### config.mk
export PLATFORM = sky130hd
export DESIGN_NAME = edge_measure_counter_dio
export DESIGN_NICKNAME = d
export VERILOG_FILES = /design/src/hw/edge_measure_pkg.sv /design/src/hw/edge_measure_counter_dio.sv
export VERILOG_INCLUDE_DIRS = /design/src /design/src/hw
export SDC_FILE = /design/constraint.sdc
export NUM_CORES = 1
export LEC_CHECK = 0
export CAP_MARGIN = 15
export CORE_ASPECT_RATIO = 1.75
export CORE_MARGIN = 5
export CORE_UTILIZATION = 55
export DETAILED_ROUTE_END_ITERATION = 16
export DONT_BUFFER_PORTS = 1
export PLACE_DENSITY = 0.73
export SETUP_SLACK_MARGIN = 0.15
export SYNTH_ARGS = -nofsm -noshare
export SYNTH_HDL_FRONTEND = slang
export SYNTH_SLANG_ARGS = --single-unit
### constraint.sdc
create_clock -name aclk -period 4.05 [get_ports aclk]
set_input_delay 0.6075 -clock aclk [delete_from_list [all_inputs] [get_ports aclk]]
set_output_delay 0.6075 -clock aclk [all_outputs]
set_load 0.005 [all_outputs]
### src/hw/edge_measure_defines.svh
/*
 * offsets, field positions, reset values and timing figures of the
 * edge measure counter and digital port block.
 * assumes it is included by bare name from the design file and the test bench.
 */
`ifndef EDGE_MEASURE_DEFINES_SVH
`define EDGE_MEASURE_DEFINES_SVH

// register byte offsets on the axi4-lite slave
`define REG_CTRL          8'h00
`define REG_MC1_SEL       8'h04
`define REG_MC2_SEL       8'h08
`define REG_DOUT          8'h0C
`define REG_DIN           8'h10
`define REG_MC1_HOLD      8'h14
`define REG_MC2_HOLD      8'h18
`define REG_STATUS        8'h1C

// control register fields
`define CTRL_EN_BIT       0
`define CTRL_WIDE_BIT     1

// source select fields: start in [4:0], stop in [12:8]
`define SEL_START_LSB     0
`define SEL_STOP_LSB      8
`define SEL_W             5
`define SEL_MAX           5'h16

// status fields: running flags at [1:0], measurement-seen flags at [9:8]
`define STAT_RUN_LSB      0
`define STAT_DONE_LSB     8

// reset values
`define DOUT_RST          8'h00
`define SEL_RST           5'h00

// channel list numbers
`define MC1_CH_NARROW     5'd10
`define MC1_CH_WIDE       5'd18
`define DIN_CH_NARROW     5'd12
`define DIN_CH_WIDE       5'd20
`define DOUT_OUT_CH       5'd2

// counting rate versus system clock, both in mhz
`define REF_CLK_MHZ       48
`define SYS_CLK_MHZ       250

// axi response codes
`define AXI_OKAY          2'b00
`define AXI_SLVERR        2'b10

`endif

### src/hw/edge_measure_pkg.sv
/*
 * types shared by the edge measure counter and digital port block.
 * assumes nothing of its surroundings.
 */
package edge_measure_pkg;

	// measure counter sequencing, one-hot
	typedef enum logic [1:0] {
		MC_IDLE = 2'b01,   // waiting for the start edge
		MC_RUN  = 2'b10    // counting reference ticks
	} mc_state_e;

	typedef logic [4:0] chan_t;   // channel list number

endpackage

### src/hw/edge_measure_counter_dio.sv
/*
 * two edge-to-edge measure counters and an 8-bit digital port, answering
 * the acquisition sequencer's input and output channel lists, with an
 * axi4-lite slave for configuration and single-value access.
 * assumes the axi and channel list pins are synchronous to aclk, the sequencer issues one
 * sample request per cycle at most, and external pull-ups hold unused
 * digital inputs high.
 */
// The placing of the registers and the AXI4-Lite register port were left to the implementer.
`timescale 1ns/1ps
`include "edge_measure_defines.svh"

// Operation
// [RULE_01] start and stop source chosen independently
// [RULE_02] same edge: stop also starts next
// [RULE_03] different edges: count from start to stop
// [RULE_04] stop edge latches count and clears counter
// [RULE_05] held value kept until overwritten; the code also clears it to zero whenever en is low
// [RULE_06] repeated samples return same held value
// [RULE_07] newest measurement overwrites, samples see latest
// [RULE_08] hold reads zero before first measurement
// [RULE_09] counter samples delayed to match converter
// [RULE_10] counters are ordinary input list entries
// [RULE_11] counter channels 10/11 or 18/19
// [RULE_12] eight input and eight output lines
// [RULE_13] bit one means high line level
// [RULE_14] outputs low after power-up and reset
// [RULE_15] unconnected inputs read as one
// [RULE_16] single access moves whole port, ignores gain
// [RULE_17] single access finishes alone, not stoppable
// [RULE_18] input port is channel 12 or 20
// [RULE_19] input sample clock paces input port
// [RULE_20] output port is output channel 2
// [RULE_21] internal timing from 48 mhz reference
// [RULE_22] interval is count minus one reference periods
// [RULE_23] sources synchronised before edge detection
module edge_measure_counter_dio #(
	parameter int CNT_W      = 32,   // measure count width
	parameter int PIPE_DEPTH = 4     // converter group delay in aclk cycles
) (
	input  wire logic                    aclk,
	input  wire logic                    aresetn,
	// axi4-lite slave
	input  wire logic [7:0]              s_axi_awaddr,
	input  wire logic                    s_axi_awvalid,
	output logic                         s_axi_awready,
	input  wire logic [31:0]             s_axi_wdata,
	input  wire logic [3:0]              s_axi_wstrb,
	input  wire logic                    s_axi_wvalid,
	output logic                         s_axi_wready,
	output logic [1:0]                   s_axi_bresp,
	output logic                         s_axi_bvalid,
	input  wire logic                    s_axi_bready,
	input  wire logic [7:0]              s_axi_araddr,
	input  wire logic                    s_axi_arvalid,
	output logic                         s_axi_arready,
	output logic [31:0]                  s_axi_rdata,
	output logic [1:0]                   s_axi_rresp,
	output logic                         s_axi_rvalid,
	input  wire logic                    s_axi_rready,
	// event sources and the digital port
	input  wire logic                    conv_done,
	input  wire logic                    tach_in,
	input  wire logic                    ct0_clk_in,
	input  wire logic                    ct0_gate_in,
	input  wire logic [7:0]              din,
	output logic [7:0]                   dout,
	// input channel list sample requests and answers
	input  wire logic                    in_smp_valid,
	input  wire edge_measure_pkg::chan_t in_smp_chan,
	output logic                         in_resp_valid,
	output edge_measure_pkg::chan_t      in_resp_chan,
	output logic [CNT_W-1:0]             in_resp_data,
	// output channel list updates
	input  wire logic                    out_smp_valid,
	input  wire edge_measure_pkg::chan_t out_smp_chan,
	input  wire logic [7:0]              out_smp_data
);
	import edge_measure_pkg::*;

	localparam int SRC_W = 12;   // conv, tach, din[7:0], ct0 clock, ct0 gate
	localparam logic [8:0] TICK_ADD = 9'(`REF_CLK_MHZ);
	localparam logic [8:0] TICK_MOD = 9'(`SYS_CLK_MHZ);

	// every flip-flop of the block
	typedef struct packed {
		logic [7:0]                         aw_addr;   // captured write address
		logic                               aw_v;      // write address held
		logic [31:0]                        w_data;    // captured write data
		logic [3:0]                         w_strb;    // captured byte enables
		logic                               w_v;       // write data held
		logic                               awready;
		logic                               wready;
		logic                               bvalid;
		logic [1:0]                         bresp;
		logic                               arready;
		logic                               rvalid;
		logic [31:0]                        rdata;
		logic [1:0]                         rresp;
		logic                               en;        // acquisition running
		logic                               wide;      // 16-channel numbering
		logic [1:0][`SEL_W-1:0]             start_sel;
		logic [1:0][`SEL_W-1:0]             stop_sel;
		logic [7:0]                         dout;
		logic [SRC_W-1:0]                   sy1;       // synchroniser first stage
		logic [SRC_W-1:0]                   sy2;       // synchroniser second stage
		logic [SRC_W-1:0]                   sy3;       // previous value for edges
		logic [8:0]                         acc;       // fractional tick phase
		logic                               tick;      // one 48 mhz period elapsed
		mc_state_e [1:0]                    ms;
		logic [1:0][CNT_W-1:0]              cnt;       // running counts
		logic [1:0][CNT_W-1:0]              hold;      // latched counts
		logic [1:0]                         done;      // a measurement has landed
		logic [PIPE_DEPTH-1:0]              pv;        // delay pipe valid
		logic [PIPE_DEPTH-1:0][4:0]         pc;        // delay pipe channel
		logic [PIPE_DEPTH-1:0][CNT_W-1:0]   pd;        // delay pipe data
	} state_s;

	state_s st_r;    // registered state
	state_s st_nxt;  // next state

	// maps a source selection onto this cycle's synchronised edges
	function automatic logic sel_event(input logic [4:0] sel,
	                                   input logic [SRC_W-1:0] rise,
	                                   input logic [SRC_W-1:0] fall);
		logic [4:0] idx;
		idx = 5'((sel - 5'd1) >> 1) + 5'd1;
		if (sel == 5'd0) begin
			sel_event = rise[0];                 // conversion complete
		end else if (sel > `SEL_MAX) begin
			sel_event = 1'b0;                    // unused codes never fire
		end else if (sel[0]) begin
			sel_event = fall[idx[3:0]];          // odd codes: falling edge
		end else begin
			sel_event = rise[idx[3:0]];          // even codes: rising edge
		end
	endfunction

	// picks the first measure counter channel for the numbering variant
	function automatic chan_t mc_base(input logic wide);
		mc_base = wide ? `MC1_CH_WIDE : `MC1_CH_NARROW;   // [RULE_11]
	endfunction

	// next state of the whole block
	always_comb begin
		logic [SRC_W-1:0] rise;
		logic [SRC_W-1:0] fall;
		logic [8:0]       acc_sum;
		logic             ev_start;
		logic             ev_stop;
		logic             wr_go;
		logic [31:0]      wmask;
		logic [31:0]      wval;
		chan_t            din_ch;
		rise     = '0;
		fall     = '0;
		acc_sum  = '0;
		ev_start = 1'b0;
		ev_stop  = 1'b0;
		wr_go    = 1'b0;
		wmask    = '0;
		wval     = '0;
		din_ch   = '0;
		st_nxt   = st_r;

		// two-stage synchroniser; edges only from second stage onward
		st_nxt.sy1 = {ct0_gate_in, ct0_clk_in, din, tach_in, conv_done};   // [RULE_23]
		st_nxt.sy2 = st_r.sy1;                                          // [RULE_23]
		st_nxt.sy3 = st_r.sy2;
		rise = st_r.sy2 & ~st_r.sy3;                                     // [RULE_23]
		fall = ~st_r.sy2 & st_r.sy3;

		// 48 mhz tick out of 250 mhz by phase accumulation, no second clock
		acc_sum = st_r.acc + TICK_ADD;                                   // [RULE_21]
		if (acc_sum >= TICK_MOD) begin
			st_nxt.acc  = acc_sum - TICK_MOD;
			st_nxt.tick = 1'b1;
		end else begin
			st_nxt.acc  = acc_sum;
			st_nxt.tick = 1'b0;
		end

		// measure counters
		for (int i = 0; i < 2; i++) begin
			ev_start = sel_event(st_r.start_sel[i], rise, fall);         // [RULE_01]
			ev_stop  = sel_event(st_r.stop_sel[i], rise, fall);          // [RULE_01]
			if (!st_r.en) begin
				// stopped: held value returns to zero for the next run
				st_nxt.ms[i]   = MC_IDLE;
				st_nxt.cnt[i]  = '0;
				st_nxt.hold[i] = '0;                                     // [RULE_08]
				st_nxt.done[i] = 1'b0;
			end else begin
				case (st_r.ms[i])
					MC_IDLE: begin
						// count starts at one so interval is count minus one
						if (ev_start) begin
							st_nxt.ms[i]  = MC_RUN;                      // [RULE_03]
							st_nxt.cnt[i] = CNT_W'(1);                   // [RULE_22]
						end
					end
					MC_RUN: begin
						if (ev_stop) begin
							// newest result always replaces the held one
							// the stop cycle's own tick closes the interval, so no phase error
							st_nxt.hold[i] = st_r.cnt[i] + CNT_W'(st_r.tick && st_r.cnt[i] != '1);   // [RULE_04] [RULE_07] [RULE_22]
							st_nxt.done[i] = 1'b1;
							if (st_r.start_sel[i] == st_r.stop_sel[i]) begin
								st_nxt.cnt[i] = CNT_W'(1);               // [RULE_02]
							end else begin
								st_nxt.cnt[i] = '0;                      // [RULE_04]
								st_nxt.ms[i]  = MC_IDLE;                 // [RULE_03]
							end
						end else if (st_r.tick && st_r.cnt[i] != '1) begin
							// saturates rather than wrapping on a stalled source
							st_nxt.cnt[i] = st_r.cnt[i] + CNT_W'(1);     // [RULE_03]
						end
					end
					default: begin
						st_nxt.ms[i]  = MC_IDLE;
						st_nxt.cnt[i] = '0;
					end
				endcase
			end
		end

		// input channel list: pipe moves every cycle, matches converter delay
		for (int k = PIPE_DEPTH - 1; k > 0; k--) begin
			st_nxt.pv[k] = st_r.pv[k-1];                                 // [RULE_09]
			st_nxt.pc[k] = st_r.pc[k-1];
			st_nxt.pd[k] = st_r.pd[k-1];
		end
		st_nxt.pv[0] = 1'b0;
		st_nxt.pc[0] = in_smp_chan;
		st_nxt.pd[0] = '0;
		din_ch = st_r.wide ? `DIN_CH_WIDE : `DIN_CH_NARROW;
		// sampling leaves the held value in place
		if (in_smp_valid) begin                                          // [RULE_10] [RULE_19]
			if (in_smp_chan == mc_base(st_r.wide)) begin
				st_nxt.pv[0] = 1'b1;
				st_nxt.pd[0] = st_r.hold[0];                             // [RULE_05] [RULE_06]
			end else if (in_smp_chan == mc_base(st_r.wide) + 5'd1) begin
				st_nxt.pv[0] = 1'b1;                                     // [RULE_11]
				st_nxt.pd[0] = st_r.hold[1];                             // [RULE_05] [RULE_06]
			end else if (in_smp_chan == din_ch) begin
				st_nxt.pv[0] = 1'b1;                                     // [RULE_18]
				st_nxt.pd[0] = CNT_W'(st_r.sy2[9:2]);                    // [RULE_12] [RULE_13]
			end
		end

		// axi write: address and data taken in either order
		if (s_axi_awvalid && st_r.awready) begin
			st_nxt.aw_v    = 1'b1;
			st_nxt.aw_addr = s_axi_awaddr;
		end
		if (s_axi_wvalid && st_r.wready) begin
			st_nxt.w_v    = 1'b1;
			st_nxt.w_data = s_axi_wdata;
			st_nxt.w_strb = s_axi_wstrb;
		end
		if (s_axi_bvalid && s_axi_bready) begin
			st_nxt.bvalid = 1'b0;
		end
		wr_go = st_r.aw_v && st_r.w_v && !st_r.bvalid;
		for (int b = 0; b < 4; b++) begin
			wmask[b*8 +: 8] = {8{st_r.w_strb[b]}};
		end
		if (wr_go) begin
			st_nxt.aw_v   = 1'b0;
			st_nxt.w_v    = 1'b0;
			st_nxt.bvalid = 1'b1;
			st_nxt.bresp  = `AXI_OKAY;
			case (st_r.aw_addr)
				`REG_CTRL: begin
					wval = ({30'h0000_0000, st_r.wide, st_r.en} & ~wmask) | (st_r.w_data & wmask);
					st_nxt.en   = wval[`CTRL_EN_BIT];
					st_nxt.wide = wval[`CTRL_WIDE_BIT];
				end
				`REG_MC1_SEL, `REG_MC2_SEL: begin
					for (int j = 0; j < 2; j++) begin
						if (st_r.aw_addr == (j == 0 ? `REG_MC1_SEL : `REG_MC2_SEL)) begin
							if (st_r.w_strb[0]) begin
								st_nxt.start_sel[j] = st_r.w_data[`SEL_START_LSB +: `SEL_W];   // [RULE_01]
							end
							if (st_r.w_strb[1]) begin
								st_nxt.stop_sel[j] = st_r.w_data[`SEL_STOP_LSB +: `SEL_W];     // [RULE_01]
							end
						end
					end
				end
				`REG_DOUT: begin
					// whole port in one go; completes with the response
					if (st_r.w_strb[0]) begin
						st_nxt.dout = st_r.w_data[7:0];                  // [RULE_16] [RULE_17]
					end
				end
				`REG_DIN, `REG_MC1_HOLD, `REG_MC2_HOLD, `REG_STATUS: begin
					st_nxt.bresp = `AXI_OKAY;                            // read-only, write dropped
				end
				default: begin
					st_nxt.bresp = `AXI_SLVERR;                          // unmapped
				end
			endcase
		end

		// output channel list update wins over a register write
		if (out_smp_valid && out_smp_chan == `DOUT_OUT_CH) begin
			st_nxt.dout = out_smp_data;                                  // [RULE_20] [RULE_13]
		end

		// axi read: answer one cycle after the address is taken
		if (s_axi_rvalid && s_axi_rready) begin
			st_nxt.rvalid = 1'b0;
		end
		if (s_axi_arvalid && st_r.arready) begin
			st_nxt.rvalid = 1'b1;
			st_nxt.rresp  = `AXI_OKAY;
			st_nxt.rdata  = '0;
			case (s_axi_araddr)
				`REG_CTRL: begin
					st_nxt.rdata = {30'h0000_0000, st_r.wide, st_r.en};
				end
				`REG_MC1_SEL: begin
					st_nxt.rdata = {19'h0_0000, st_r.stop_sel[0], 3'h0, st_r.start_sel[0]};
				end
				`REG_MC2_SEL: begin
					st_nxt.rdata = {19'h0_0000, st_r.stop_sel[1], 3'h0, st_r.start_sel[1]};
				end
				`REG_DOUT: begin
					st_nxt.rdata = {24'h00_0000, st_r.dout};
				end
				`REG_DIN: begin
					st_nxt.rdata = {24'h00_0000, st_r.sy2[9:2]};         // [RULE_16] [RULE_15]
				end
				`REG_MC1_HOLD: begin
					st_nxt.rdata = 32'(st_r.hold[0]);
				end
				`REG_MC2_HOLD: begin
					st_nxt.rdata = 32'(st_r.hold[1]);
				end
				`REG_STATUS: begin
					st_nxt.rdata[`STAT_RUN_LSB +: 2]  = {st_r.ms[1] == MC_RUN, st_r.ms[0] == MC_RUN};
					st_nxt.rdata[`STAT_DONE_LSB +: 2] = st_r.done;
				end
				default: begin
					st_nxt.rresp = `AXI_SLVERR;                          // unmapped reads zero
				end
			endcase
		end

		// ready flags follow what is still held
		st_nxt.awready = !st_nxt.aw_v && !st_nxt.bvalid;
		st_nxt.wready  = !st_nxt.w_v && !st_nxt.bvalid;
		st_nxt.arready = !st_nxt.rvalid;
	end

	// state register; reset clears counters and drives the port low
	always_ff @(posedge aclk) begin
		if (!aresetn) begin
			st_r           <= '0;
			st_r.dout      <= `DOUT_RST;                                 // [RULE_14]
			st_r.start_sel <= {2{`SEL_RST}};
			st_r.stop_sel  <= {2{`SEL_RST}};
			st_r.sy1       <= '1;                                        // idle-high, no false edge
			st_r.sy2       <= '1;
			st_r.sy3       <= '1;
			st_r.ms[0]     <= MC_IDLE;
			st_r.ms[1]     <= MC_IDLE;
			st_r.awready   <= 1'b1;
			st_r.wready    <= 1'b1;
			st_r.arready   <= 1'b1;
		end else begin
			st_r <= st_nxt;
		end
	end

	// all outputs straight from flip-flops
	assign s_axi_awready = st_r.awready;
	assign s_axi_wready  = st_r.wready;
	assign s_axi_bvalid  = st_r.bvalid;
	assign s_axi_bresp   = st_r.bresp;
	assign s_axi_arready = st_r.arready;
	assign s_axi_rvalid  = st_r.rvalid;
	assign s_axi_rdata   = st_r.rdata;
	assign s_axi_rresp   = st_r.rresp;
	assign dout          = st_r.dout;
	assign in_resp_valid = st_r.pv[PIPE_DEPTH-1];
	assign in_resp_chan  = st_r.pc[PIPE_DEPTH-1];
	assign in_resp_data  = st_r.pd[PIPE_DEPTH-1];

endmodule

==> impl_metrics.ini <==
[run_status]
outcome = complete, no violations

[timing]
hold_violations = 0
fmax_ghz = 0.2688
fin_crit_sh_pct = 91.86
worstMarginPinSlew_ns = 1.143
maxSlewHeadroom_pct = 23.79
setup_viol = 0
finalClockSkew_ns = 0.01266
fin_crit_ns = 3.721
rsz0062_at_grt = false
slew_viol_final = 0
fin_ws_ns = 0.3295
timing.hold.ws_ns = 0.1744

[detailed_routing]
vias = 14629
ant_nets = 0
post_drt_wl_per_cell_um = 18.74
viasPerCell = 5.730
drt_wl_total_um = 47840
drt-initial-drc-count = 970
firstDrtPassIters = 5
post-route-drc-count = 0

[run]
maxCapViolCount = 0

[final_layout]
drive_above_1_share_pct = 10.97
fin_nets = 2178
fill_cells = 2919
syn2layout_area_growth_pct = 7.508
diodes = 0

[pwr]
leakage_nw = 7.554
power_density_nw_per_um2 = 396.6
ir_drop_v = 0.0002347
power_mw = 8.328

[worst_setup_path]
crit_path_cell_trace = inv_1 -> ha_1 -> inv_1 -> ha_1 -> xor2_1 -> xnor2_1 -> mux2_2 -> and3_1 -> a311oi_4 -> nor2_2 -> or4_4 -> buf_4 -> o41ai_2
r2r_slack_ns = 0.33
slowest_stage = or4_4
critPathLaunchType = flip-flop
cp_max_fo = 7
required_ns = 4.49
r2r_start = st_r[350]
r2r_cells = 13
critPathMaxStageDelay_ns = 0.59
rr_endpoint = st_r[225]
endpoint_kind = flip-flop
arrival_ns = 4.16
critPathKind = reg -> reg

[yosys]
yosys.area.top_type = dfxtp_1
syn_avg_cell_area_um2 = 9.013
yosysWarningCount = 0
synth_top_area_share_pct = 43.56
synth_common_cells = dfxtp_1, nor2_1, nand2_1
yosys-top-cells-area = dfxtp_1, and2_1, mux2i_1, nor2_1, nand2_1
synth_cell_types = 80
synth-edff-count = 0
yosys.cell_count.top_type = dfxtp_1
netlist_instances = 2167
ys_ff_latch = 425
syn-cell-area_um2 = 19530
ys.flop_type = dfxtp_1
yosysSeqAreaShare_pct = 43.56
postSynth.asyncResetShare_pct = 0

[place]
portBuffers = 0
dpl.hpwl_um = 34160
routabilityCongestion = 0.9771
dp_slack_ns = 0.08696

[grt]
grt_pass1_wl_um = 75110
grt_max_degree = 259
antenna_found_initial = 0
grt_use_total_pct = 22.98
grt_pass1_vias = 14327
gr-total-overflow = 0

[min_path]
min_path_type = in -> reg
hold_depth = 1
min_to = st_nxt[312]
hp-start = din[2]

[clocking]
clk_pin_slew_ns = 0.07
cts_tree = yes
clock_path_buffers = 3
clk_latency_ns = 0.54
postCtsHoldBufs = 0
cts_buffers = 38
clock-root-buffer = clkbuf_16
clock-sinks = 425
htreeDepth = 2

[floorplan]
coreArea_um2 = 35180
rows = 91
ios = 178
start_util_pct = 55.51
die_w_um = 152.5
fp.dieArea_um2 = 39530
die_h_um = 259.3
==> report_power, final <==
| group | switching [mW] | internal, mW |
|---|---|---|
| registers | 0.0503 | 4.24 |
| logic | 0.110 | 0.0970 |
| clock network | 1.58 | 2.26 |
| total | 1.74 | 6.59 |
==> registers in the layout, summed over array words and instances (netlist names), 5 cells and up, named ones only <==
signal and flops:
st_r 200, st_nxt 138, in_resp_data 32, s_axi_rdata 32, dout 8, in_resp_chan 5
==> worst max path at each step <==
stage / from / endpoint / slack (ns)
2_1_floorplan: st_r[346] / st_r[277] / 0.16
3_3_place_gp: st_r[345] / st_r[265] / -0.02
3_5_place_dp: st_r[340] / st_r[230] / 0.09
4_1_cts: st_r[340] / st_r[249] / 0.19
5_1_grt: st_r[350] / st_r[225] / 0.14
6_report: st_r[350] / st_r[225] / 0.33
==> cells by family (layout without fill, tap and decap cells) <==
kind of cell | Yosys count | count (layout) | synth area share [%]
fa+ha+maj | 26 | 26 | 1.666
buf+inv | 265 | 184 | 6.963
flops | 425 | 425 | 43.56
compound gates | 381 | 381 | 13.65
mux | 110 | 110 | 6.835
simple gates | 863 | 864 | 22.96
xor+xnor | 96 | 96 | 4.343
other cells | 1 | 2 | 0.01920
==> cell usage in the layout (no fill, tap or decap), types with 45 or more instances in the layout <==
master    count
xnor2_1      46
nand2_1     182
a22oi_1      45
buf_4        73
nor2_1      183
mux2i_1      82
o21ai_0      88
and2_1      155
nand3_1      81
a211oi_1     60
dfxtp_1     424
xor2_1       48
nand2b_1     66
==> metrics by stage <==
| stage | std cells | area (um2) | setup TNS (ns) | utilization, % |
|---|---|---|---|---|
| global route | 2553 | 21000 | 0 | 59.68 |
| floorplan | 2168 | 19540 | 0 | - |
| global placement | 2478 | 19490 | -0.05975 | 55.40 |
| detailed placement | 2479 | 19500 | 0 | 55.43 |
| CTS | 2546 | 20850 | 0 | 59.25 |
| finish | 2553 | 21000 | 0 | 59.68 |
==> per-layer routing <==
metal	global-route usage (%)	up-vias	wire length, um
met4	10.73	0	2576
met5	0	-	0
met2	42.55	471	24540
met1	25.56	6862	17930
met3	3.853	133	2799
li1	-	7163	-
==> area by class of cell <==
| class | count | area (um2) | share of cell area, % |
|---|---|---|---|
| Timing Repair Buffer | 77 | 619.3 | 2.950 |
| Multi-Input combinational cell | 1479 | 9801 | 46.68 |
| Sequential cell | 425 | 8509 | 40.53 |
| Tap cell | 465 | 581.8 | 2.771 |
| Clock buffer | 49 | 1062 | 5.059 |
| Inverter | 40 | 150.1 | 0.7151 |
| Clock inverter | 18 | 274.0 | 1.305 |
==> timing repair <==
action                                  4_1_cts  5_1_grt
gates resized for setup                       2       16
endpoints found under the setup margin       25       37
cloned                                        0        1
pin swaps                                     0        3
endpoints found under the hold margin         0        0
setup buffers                                 0        6
==> critical path: cells and delay by family (launching register included) <==
family / cells / cell delay, ns
buffers and inverters: 3 / 0.41
AOI/OAI and AO/OA: 2 / 0.63
xor gates and xnor gates: 2 / 0.40
DFF: 1 / 0.34
muxes: 1 / 0.36
and+or+nand+nor: 3 / 0.93
adders and majority gates: 2 / 0.54
No activity file was read; power rests on OpenSTA's default activity.
